**config.mk**
```make
export PLATFORM = sky130hd
export DESIGN_NAME = gfr_pin_config
export DESIGN_NICKNAME = d
export VERILOG_FILES = /design/src/gfr_out_route.v /design/src/gfr_pin_config.v
export VERILOG_INCLUDE_DIRS = /design/src
export SDC_FILE = /design/constraint.sdc
export NUM_CORES = 1
export LEC_CHECK = 0
export ABC_AREA = 1
export BUFFER_PORTS_ARGS = -buffer_cell sky130_fd_sc_hd__buf_2
export CORE_MARGIN = 5
export CORE_UTILIZATION = 54
export CTS_CLUSTER_SIZE = 24
export DETAILED_ROUTE_END_ITERATION = 12
export GPL_TIMING_DRIVEN = 0
export PLACE_DENSITY = 0.84
export SYNTH_ARGS = -nofsm -noshare
export SYNTH_HDL_FRONTEND = slang
export SYNTH_SLANG_ARGS = --single-unit
```
**constraint.sdc**
```tcl
create_clock -name ref_clk -period 4.32 [get_ports ref_clk]
set_clock_uncertainty 0.2 [all_clocks]
set_input_delay 0 -clock ref_clk [delete_from_list [all_inputs] [get_ports ref_clk]]
set_output_delay 0 -clock ref_clk [all_outputs]
set_load 0.01 [all_outputs]
```
**src/gfr_map.vh**
```
// Register offsets, field positions and reset values of the pin configuration block
`ifndef GFR_MAP_VH
`define GFR_MAP_VH
`define GFR_ADDR_STEP_REFSEL   4'h1
`define GFR_ADDR_OUT_ROUTE     4'h2
`define GFR_RST_STEP_REFSEL    16'h6a32
`define GFR_RST_OUT_ROUTE      16'h0053
`define GFR_FOD_SIZE_HI        15
`define GFR_FOD_SIZE_LO        10
`define GFR_REF_SRC_BIT        9
`define GFR_REF_OVR_BIT        8
`define GFR_IN4_HI             7
`define GFR_IN4_LO             4
`define GFR_IN1_HI             3
`define GFR_IN1_LO             0
`define GFR_IOD_SIZE_BIT       14
`define GFR_OUT0_HI            11
`define GFR_OUT0_LO            8
`define GFR_OUT4_HI            7
`define GFR_OUT4_LO            4
`define GFR_OUT1_HI            3
`define GFR_OUT1_LO            0
`define GFR_RW_MASK_OUT_ROUTE  16'hffff
`define GFR_IOD_STEP_SMALL     7'h01
`define GFR_IOD_STEP_LARGE     7'h0a
`define GFR_FN_STEP_UP         4'h0
`define GFR_FN_STEP_DOWN       4'h1
`define GFR_FN_GLOBAL_OE       4'h2
`define GFR_FN_SPREAD_SPECTRUM_ENABLE          4'h3
`define GFR_FN_OE_CH1          4'h4
`define GFR_FN_OE_CH4          4'h7
`define GFR_NUM_CHANNELS       4
`define GFR_SYNC_WARM          2'h3
`endif

```
**src/gfr_out_route.v**
```verilog
// Output route multiplexer for one general pin
module gfr_out_route (
    input  wire [3:0]  sel,
    input  wire [14:0] sources,
    output wire        pin_value
);
    // Code 15 selects nothing and drives low
    assign pin_value = (sel == 4'hf) ? 1'b0 : sources[sel];
endmodule // gfr_out_route

```
**src/gfr_pin_config.v**
```verilog
// Pin function and reference select configuration registers
// Overview of operation
// - Bits 15-10 of the first register hold the fractional step size, reset 1Ah.
// - Bit 9 of the first register picks pin (0) or register bit (1) as reference select source.
// - Under register control bit 8 picks crystal input (0) or secondary clock input (1).
// - Bits 7-4 of the first register pick the pin-four input function, reset 3h.
// - Bits 3-0 of the first register pick the pin-one input function, reset 2h.
// - Bit 14 of the second register picks an integer step of one (0) or ten (1).
// - Bits 11-8 of the second register route an internal signal to pin zero, reset 0h.
// - Bits 7-4 of the second register route a signal to pin four, reset 5h.
// - Bits 3-0 of the second register route a signal to pin one, reset 3h.
// - The first register sits at address 1h and resets to 6A32h.
// - The second register sits at address 2h, resets to 53h, reserved bits read-write.
// - Pin step requests reach only the channels whose mask bit is set.
`include "gfr_map.vh"
module gfr_pin_config #(
    parameter NCH = `GFR_NUM_CHANNELS
) (
    input  wire            ref_clk,
    input  wire            reset_n,
    input  wire [3:0]      reg_addr,
    input  wire [15:0]     reg_wdata,
    input  wire            reg_write,
    output reg  [15:0]     reg_rdata,
    input  wire            ref_select_pin,
    input  wire            gpio_one_in,
    input  wire            gpio_four_in,
    input  wire [NCH-1:0]  fod_step_mask,
    input  wire [NCH-1:0]  iod_step_mask,
    input  wire [14:0]     route_sources,
    output wire            ref_select,
    output wire [5:0]      fod_step_size,
    output wire [6:0]      iod_step_size,
    output reg  [NCH-1:0]  fod_step_up,
    output reg  [NCH-1:0]  fod_step_down,
    output reg  [NCH-1:0]  iod_step_up,
    output reg  [NCH-1:0]  iod_step_down,
    output reg             global_output_enable,
    output reg             spread_spectrum_enable,
    output reg  [NCH-1:0]  channel_output_enable,
    output reg             gpio_zero_out,
    output reg             gpio_one_out,
    output reg             gpio_four_out
);
    reg  [15:0]    step_refsel_q;
    reg  [15:0]    out_route_q;
    reg  [1:0]     one_sync_q;
    reg  [1:0]     four_sync_q;
    reg  [1:0]     refpin_sync_q;
    reg            one_prev_q;
    reg            four_prev_q;
    wire [3:0]     in_one_fn;
    wire [3:0]     in_four_fn;
    wire           one_rise;
    wire           four_rise;
    wire           pin_zero_d;
    wire           pin_one_d;
    wire           pin_four_d;
    reg            up_req;
    reg            down_req;
    reg            goe_d;
    reg            ssc_d;
    reg  [NCH-1:0] oe_d;
    reg  [1:0]     warm_q;
    wire           sync_ready;

    // True when a selector picks the given function and the pin is high
    function fn_hit;
        input [3:0] sel;
        input [3:0] code;
        input       level;
        begin
            fn_hit = (sel == code) && level;
        end
    endfunction

    // Rising edge of a synchronised pin, held off until the sync chain holds real levels
    function edge_of;
        input now_level;
        input last_level;
        input ready;
        begin
            edge_of = now_level && !last_level && ready;
        end
    endfunction

    // Spread one step request over the channels whose mask bit is set
    function [NCH-1:0] mask_pulse;
        input           req;
        input [NCH-1:0] mask;
        begin
            mask_pulse = {NCH{req}} & mask;
        end
    endfunction

    // Register writes; both registers keep every bit read-write
    always @(posedge ref_clk) begin
        if (!reset_n) begin
            step_refsel_q <= `GFR_RST_STEP_REFSEL;
            out_route_q   <= `GFR_RST_OUT_ROUTE;
        end else if (reg_write) begin
            if (reg_addr == `GFR_ADDR_STEP_REFSEL) begin
                step_refsel_q <= reg_wdata;
            end
            if (reg_addr == `GFR_ADDR_OUT_ROUTE) begin
                out_route_q <= reg_wdata & `GFR_RW_MASK_OUT_ROUTE;
            end
        end
    end

    // Unmapped addresses read zero
    always @* begin
        case (reg_addr)
            `GFR_ADDR_STEP_REFSEL: reg_rdata = step_refsel_q;
            `GFR_ADDR_OUT_ROUTE:   reg_rdata = out_route_q;
            default:               reg_rdata = 16'h0000;
        endcase
    end

    // Pins come from outside the clock domain
    always @(posedge ref_clk) begin
        if (!reset_n) begin
            one_sync_q    <= 2'b00;
            four_sync_q   <= 2'b00;
            refpin_sync_q <= 2'b00;
            one_prev_q    <= 1'b0;
            four_prev_q   <= 1'b0;
        end else begin
            one_sync_q    <= {one_sync_q[0], gpio_one_in};
            four_sync_q   <= {four_sync_q[0], gpio_four_in};
            refpin_sync_q <= {refpin_sync_q[0], ref_select_pin};
            one_prev_q    <= one_sync_q[1];
            four_prev_q   <= four_sync_q[1];
        end
    end

    // A pin that idles high would look like a fresh edge once reset lifts;
    // edges are ignored until the chain is filled, so an edge that early is lost
    always @(posedge ref_clk) begin
        if (!reset_n) begin
            warm_q <= 2'h0;
        end else if (warm_q != `GFR_SYNC_WARM) begin
            warm_q <= warm_q + 2'h1;
        end
    end

    assign sync_ready = (warm_q == `GFR_SYNC_WARM);
    assign one_rise   = edge_of(one_sync_q[1], one_prev_q, sync_ready);
    assign four_rise  = edge_of(four_sync_q[1], four_prev_q, sync_ready);

    assign fod_step_size = step_refsel_q[`GFR_FOD_SIZE_HI:`GFR_FOD_SIZE_LO];
    assign ref_select = step_refsel_q[`GFR_REF_SRC_BIT] ?
                        step_refsel_q[`GFR_REF_OVR_BIT] : refpin_sync_q[1];
    assign iod_step_size = out_route_q[`GFR_IOD_SIZE_BIT] ?
                           `GFR_IOD_STEP_LARGE : `GFR_IOD_STEP_SMALL;
    assign in_four_fn = step_refsel_q[`GFR_IN4_HI:`GFR_IN4_LO];
    assign in_one_fn  = step_refsel_q[`GFR_IN1_HI:`GFR_IN1_LO];

    // Input function decode; codes 8 to 15 match nothing
    // If software breaks the no-duplicate constraint, the two pins are ORed
    integer i;
    always @* begin
        up_req   = fn_hit(in_one_fn, `GFR_FN_STEP_UP, one_rise) |
                   fn_hit(in_four_fn, `GFR_FN_STEP_UP, four_rise);
        down_req = fn_hit(in_one_fn, `GFR_FN_STEP_DOWN, one_rise) |
                   fn_hit(in_four_fn, `GFR_FN_STEP_DOWN, four_rise);
        goe_d    = fn_hit(in_one_fn, `GFR_FN_GLOBAL_OE, one_sync_q[1]) |
                   fn_hit(in_four_fn, `GFR_FN_GLOBAL_OE, four_sync_q[1]);
        ssc_d    = fn_hit(in_one_fn, `GFR_FN_SPREAD_SPECTRUM_ENABLE, one_sync_q[1]) |
                   fn_hit(in_four_fn, `GFR_FN_SPREAD_SPECTRUM_ENABLE, four_sync_q[1]);
        for (i = 0; i < NCH; i = i + 1) begin
            oe_d[i] = fn_hit(in_one_fn, `GFR_FN_OE_CH1 + i[3:0], one_sync_q[1]) |
                      fn_hit(in_four_fn, `GFR_FN_OE_CH1 + i[3:0], four_sync_q[1]);
        end
    end

    // Step pulses gated per channel by the mask bits
    always @(posedge ref_clk) begin
        if (!reset_n) begin
            fod_step_up            <= {NCH{1'b0}};
            fod_step_down          <= {NCH{1'b0}};
            iod_step_up            <= {NCH{1'b0}};
            iod_step_down          <= {NCH{1'b0}};
            global_output_enable   <= 1'b0;
            spread_spectrum_enable <= 1'b0;
            channel_output_enable  <= {NCH{1'b0}};
            gpio_zero_out          <= 1'b0;
            gpio_one_out           <= 1'b0;
            gpio_four_out          <= 1'b0;
        end else begin
            fod_step_up            <= mask_pulse(up_req, fod_step_mask);
            fod_step_down          <= mask_pulse(down_req, fod_step_mask);
            iod_step_up            <= mask_pulse(up_req, iod_step_mask);
            iod_step_down          <= mask_pulse(down_req, iod_step_mask);
            global_output_enable   <= goe_d;
            spread_spectrum_enable <= ssc_d;
            channel_output_enable  <= oe_d;
            gpio_zero_out          <= pin_zero_d;
            gpio_one_out           <= pin_one_d;
            gpio_four_out          <= pin_four_d;
        end
    end

    // Route sources are ordered by route code, bit 0 being lock status
    gfr_out_route u_route_zero (
        .sel       (out_route_q[`GFR_OUT0_HI:`GFR_OUT0_LO]),
        .sources   (route_sources),
        .pin_value (pin_zero_d)
    );
    gfr_out_route u_route_four (
        .sel       (out_route_q[`GFR_OUT4_HI:`GFR_OUT4_LO]),
        .sources   (route_sources),
        .pin_value (pin_four_d)
    );
    gfr_out_route u_route_one (
        .sel       (out_route_q[`GFR_OUT1_HI:`GFR_OUT1_LO]),
        .sources   (route_sources),
        .pin_value (pin_one_d)
    );
endmodule // gfr_pin_config

```
Yosys cells after proc, flatten, opt, wreduce, memory -nomap -nowiden
Cells that the tools add are included.

Output and inout port bits: 55. Register bits: 67. Word-level logic and storage cells: 94.

Bitwise logic cells: 13. Muxes and demuxes: 9. Reductions and logical operators: 29. Magnitude comparators: 3. Equality and inequality tests: 21. $add $sub $neg: 1.

Operators by type and width (count): 4-bit by 3-bit == test with 1-bit output, second input constant (8); 16-bit one-hot mux with 2 select lines (1); 4-bit by 2-bit == test with 1-bit output, second input constant (5); 1-bit logical AND (20); 4-bit bitwise AND (4); 4-bit by 5-bit less-than comparator with 1-bit output, second input constant (3); 1-bit binary-select mux with 4-bit select (3); 4-bit by 1-bit == test with 1-bit output, second input constant (3); 4-bit == test, second input constant (3); 4-bit zero test (2); 1-bit bitwise OR (8); 2-bit OR reduction (3); 1-bit 2-to-1 mux (4); 4-bit 2-to-1 mux (1); 2-bit AND reduction (2); 2-bit by 1-bit adder with 2-bit output, second input constant (1); 2-bit == test, second input constant (1); 1-bit zero test (2); 2-bit != test, second input constant (1); 1-bit inverter (1).

Depth between registers and ports, before layout
Word-level depth: 6. Mapped depth: 10.

Hierarchy
A second synthesis with hierarchy kept.

Cells, all modules: 568. Area, all modules: 3597.2 µm².

By module, submodules not included: gfr_pin_config (sequential area each 1341.3 µm², cells each 415, times used 1, area an instance 2955.3 µm²); gfr_out_route (sequential area each 0.0 µm², cells each 51, times used 3, area an instance 214.0 µm²).

Least setup slack after synthesis
OpenSTA, ideal clock, no wires.

Path kind: reg-to-reg. From: reg warm_q[0]. To: reg fod_step_down[0]. Cell stages (with the launch flop): 8. Library setup time: 0.064 ns. Required time: 4.056 ns. Setup slack: 2.895 ns. Data arrival time: 1.161 ns. Path through: dfxtp_1 > ha_1 > inv_2 > nor3_2 > nand3_1 > and2_4 > buf_6 > nor2_1.

Longest elaborated chain between the ends: 5.

RTL lines: from (decl) (RTL line gfr_pin_config.v:64) `reg [1:0] warm_q;`; from (signal assigned) (RTL line gfr_pin_config.v:143) `warm_q <= warm_q + 2'h1;`; 2-bit == test (no line) *; 1-bit logical AND (RTL line gfr_pin_config.v:83) `edge_of = now_level && !last_level && ready;`; 1-bit logical AND (RTL line gfr_pin_config.v:73) `fn_hit = (sel == code) && level;`; 1-bit bitwise OR * (RTL line gfr_pin_config.v:165) `` down_req = fn_hit(in_one_fn, `GFR_FN_STEP_DOWN, one_rise) | ``; 4-bit bitwise AND * (RTL line gfr_pin_config.v:92) `mask_pulse = {NCH{req}} & mask;`; to (signal assigned) (RTL line gfr_pin_config.v:181) `fod_step_down <= {NCH{1'b0}};`; to (signal assigned) (RTL line gfr_pin_config.v:192) `fod_step_down <= mask_pulse(down_req, fod_step_mask);`; to (decl) (RTL line gfr_pin_config.v:35) `output reg [NCH-1:0] fod_step_down,`.

Mark *: on every way between the ends. The rest lies on a longest branch, timed or not. A chain may end at the register's enable or synchronous reset.

Worst setup path after layout
From: reg out_route_q[0]. To: reg gpio_one_out.

Longest elaborated chain between the ends: 2.

RTL lines: from (decl) (RTL line gfr_pin_config.v:46) `reg [15:0] out_route_q;`; from (signal assigned) (RTL line gfr_pin_config.v:100) `` out_route_q <= `GFR_RST_OUT_ROUTE; ``; from (signal assigned) (RTL line gfr_pin_config.v:106) `` out_route_q <= reg_wdata & `GFR_RW_MASK_OUT_ROUTE; ``; 1-bit binary-select mux with 4-bit select or 4-bit == test (tied branches) (RTL line gfr_out_route.v:8) `assign pin_value = (sel == 4'hf) ? 1'b0 : sources[sel];`; 1-bit 2-to-1 mux (implied by the code) or 2-bit OR reduction (tied branches); to (signal assigned) (RTL line gfr_pin_config.v:199) `gpio_one_out <= pin_one_d;`; to (decl) (RTL line gfr_pin_config.v:42) `output reg gpio_one_out,`.

Parallel ways exist; a longest one is shown, timed or not. The select of a mux whose other input is x is not followed.

==> flow_summary.yaml <==
worst_setup_path:
  worstPathArrival_ps: 2540
  worstPathCellList: "buf_2 > inv_2 > o21ai_0 > o21ai_1 > dlygate4sd3_1 > a21oi_1 > dlygate4sd3_1 > nor2_1"
  cp.required_ps: 4370
  max_stage_delay_ps: 570
  path_buf_inv: 4
  cp_max_fo: 10
  cp-start-kind: "flip-flop"
  path_common_cell: "dlygate4sd3_1"
  cp-end-kind: "flip-flop"
  path_delay_family: "buffers and inverters"
  crit_slowest_cell: "dlygate4sd3_1"
  worstSetupPathType: "reg2reg"
cts:
  clockBufferDepth: 2
  insertion_delay_ps: 360
  cts_buffers: 9
  cts_resized: 0
  clockRootBuffer: "clkbuf_8"
  htree_levels: 3
  clock_sinks: 67
  clk_pin_slew_ps: 80
  post_cts_buffers: 0
  cts_tree: "done"
drt:
  wl_mm: 9.81
  wl_per_cell_um: 14.6
  ant_nets: 0
  drt_iter0_drc: 210
  vias_per_cell: 5.25
  firstDrtPassIters: 8
  vias: 3526
  drc: 0
power:
  seq_power_share_pct: 47.6
  ir_drop_mv: 0.297
  p_int_mw: 0.990
  swShare_pct: 27.1
  pwr-share-clk_pct: 39.7
  p_leak_nw: 2.15
  powerDensity_nw_per_um2: 316
  combPwrFrac_pct: 12.7
  p_switching_mw: 0.368
sta:
  relSlewSlack_pct: 63.4
  drv_slew: 0
  final_hold_viol_count: 1
  max_freq_mhz: 402
  fin_tns_setup_ps: 0
  timing.final.crit_share_pct: 57.5
  holdWs_ps: -6.48
  worst_pin_slew_ps: 549
  period_needed_ps: 2490
  rsz0062_at_grt: "no"
  setup-violations-final: 0
placed_design:
  dp_hpwl_mm: 6.44
  portBuffers: 99
  postPlaceCellArea_um2: 3660
  place_congestion: 0.937
layout:
  multi_input_area_um2: 1320
  fillCellCount: 401
  antenna_cells: 0
  syn2layout_area_growth_pct: 40.6
  area.sequential_um2: 1340
  final_area_um2: 4300
  drive_gt1_share_pct: 27.3
  nets: 645
synth:
  synth_top_area_share_pct: 43.8
  synth_edf_count: 0
  avgSynthCellArea_um2: 6.98
  synth_most_common_cell: "nand2_1"
  synth_cell_types: 27
  ys_top_cells_by_count: "118 x nand2_1, 67 x dfxtp_1, 42 x inv_1"
  seq_area_frac_synth_pct: 43.8
  syn-cell-area_um2: 3060
  yosys_warnings: 0
  synth.area.top_cells: "dfxtp_1 44%, nand2_1 14%, nand3_1 5.9%, inv_1 5.2%, a21oi_1 4.7%"
  netlist_instances: 438
  ys_seq_elements: 67
  async_flop_share_pct: 0
  synth_ff_type: "dfxtp_1"
  yosys.area.top_type: "dfxtp_1"
floorplanning:
  io-pin-count: 104
  row_count: 27
  die_w_um: 85.3
  dieArea_um2: 7270
  die_height_um: 85.3
  initial_core_util_pct: 55.6
  core-area_um2: 5510
worst_hold_path:
  hold_path.class: "in2reg"
outcome:
  violations: "hold timing"
  status: "complete, but fails checks"
grt:
  grt_pass1_wl_mm: 15.8
  grt_util_all_layers_pct: 27.3
  grt_start_max_net_pins: 15
  grt_pass1_vias: 3374
  antenna_found_initial: 0
  grt_overflow: 0
job:
  maxCapViolations: 0
[timing repair]
action                     in CTS  in global routing
hold endpoints to repair       65                  0
setup endpoints to repair       0                  0
hold buffers                   44                  0
[registers in the layout (all words and copies together) (netlist names), 2 cells and up]
signal / cells
channel_output_enable: 4
fod_step_down: 4
fod_step_up: 4
four_sync_q: 2
iod_step_down: 4
iod_step_up: 4
one_sync_q: 2
out_route_q: 16
refpin_sync_q: 2
step_refsel_q: 16
warm_q: 2
[layer usage]
layer	up-vias	GRT usage, %	routed length [um]
li1	1697	-	-
met1	1605	31.8	3640
met5	-	0	0
met3	51	8.64	903
met4	0	13.8	415
met2	173	45.0	4850
[worst paths after layout]
kind / endpoint / from / cells after the start / slack [ps]
min: gpio_zero_out / route_sources[2] / 9 / -6
max: gpio_one_out / out_route_q[0] / 8 / 1830
min reg2reg: refpin_sync_q[1] / refpin_sync_q[0] / 2 / 220
max reg2reg: gpio_one_out / out_route_q[0] / 8 / 1830
[cell type report]
cell class / instances / share of cell area, %
Sequential cell: 67 / 31.2
Clock inverter: 7 / 1.89
Inverter: 59 / 5.26
Tap cell: 72 / 2.09
Timing Repair Buffer: 143 / 21.8
Clock buffer: 9 / 2.88
Buffer: 28 / 4.19
Multi-Input combinational cell: 287 / 30.7
[power by group through the flow]
stage               sequential, mW  combinational (mW)  clock [mW]
floorplan                    0.660              0.0821           0
global placement             0.659               0.136           0
detailed placement           0.661               0.138           0
CTS                          0.646               0.167       0.541
global route                 0.648               0.192       0.570
finish                       0.646               0.173       0.539
[placed cells by master, fill, tap and decap left out, types with 2 or more instances in the layout]
cell	synthesis	routed
inv_2	15	15
nor2_1	38	38
inv_4	2	2
dlygate4sd3_1	0	44
clkbuf_1	4	4
a41oi_1	3	3
nor3_2	2	2
o22ai_1	12	12
o211ai_1	7	7
o21ai_1	18	18
clkbuf_8	0	9
a21oi_1	29	29
and2_4	2	2
buf_4	13	13
nand2_1	118	118
buf_2	9	108
inv_1	42	42
o21ai_0	10	10
conb_1	1	4
dfxtp_1	67	67
buf_6	2	2
nand3_1	36	36
nor3_1	2	2
inv_6	0	4
[cell families after synthesis]
group / after synthesis / share of synthesized area (%)
fa+ha+maj: 1 / 0.409
other cells: 1 / 0.123
simple gates: 202 / 27.7
buf+inv: 87 / 13.3
xor+xnor: 1 / 0.286
compound gates: 79 / 14.4
flops: 67 / 43.8
[worst reg2reg max path, cell delays in order, from the launching register on]
cell	delay, ps
dfxtp_1	310
buf_2	190
inv_2	120
o21ai_0	170
o21ai_1	70
dlygate4sd3_1	550
a21oi_1	150
dlygate4sd3_1	570
nor2_1	50
[stage by stage]
step                      std cells  hold WS [ps]  setup WS, ps  power (mW)  util (%)
after floorplan                 441          -102          2890       0.742         -
after global placement          612         -20.4          2810       0.795      66.4
after detailed placement        612         -12.6          2720       0.799      66.4
after CTS                       672          2.39          1900        1.35      78.1
after global routing            672          67.1          1680        1.41      78.1
final                           672         -6.48          1830        1.36      78.1
Note: power is estimated with default switching activity, not from simulation.
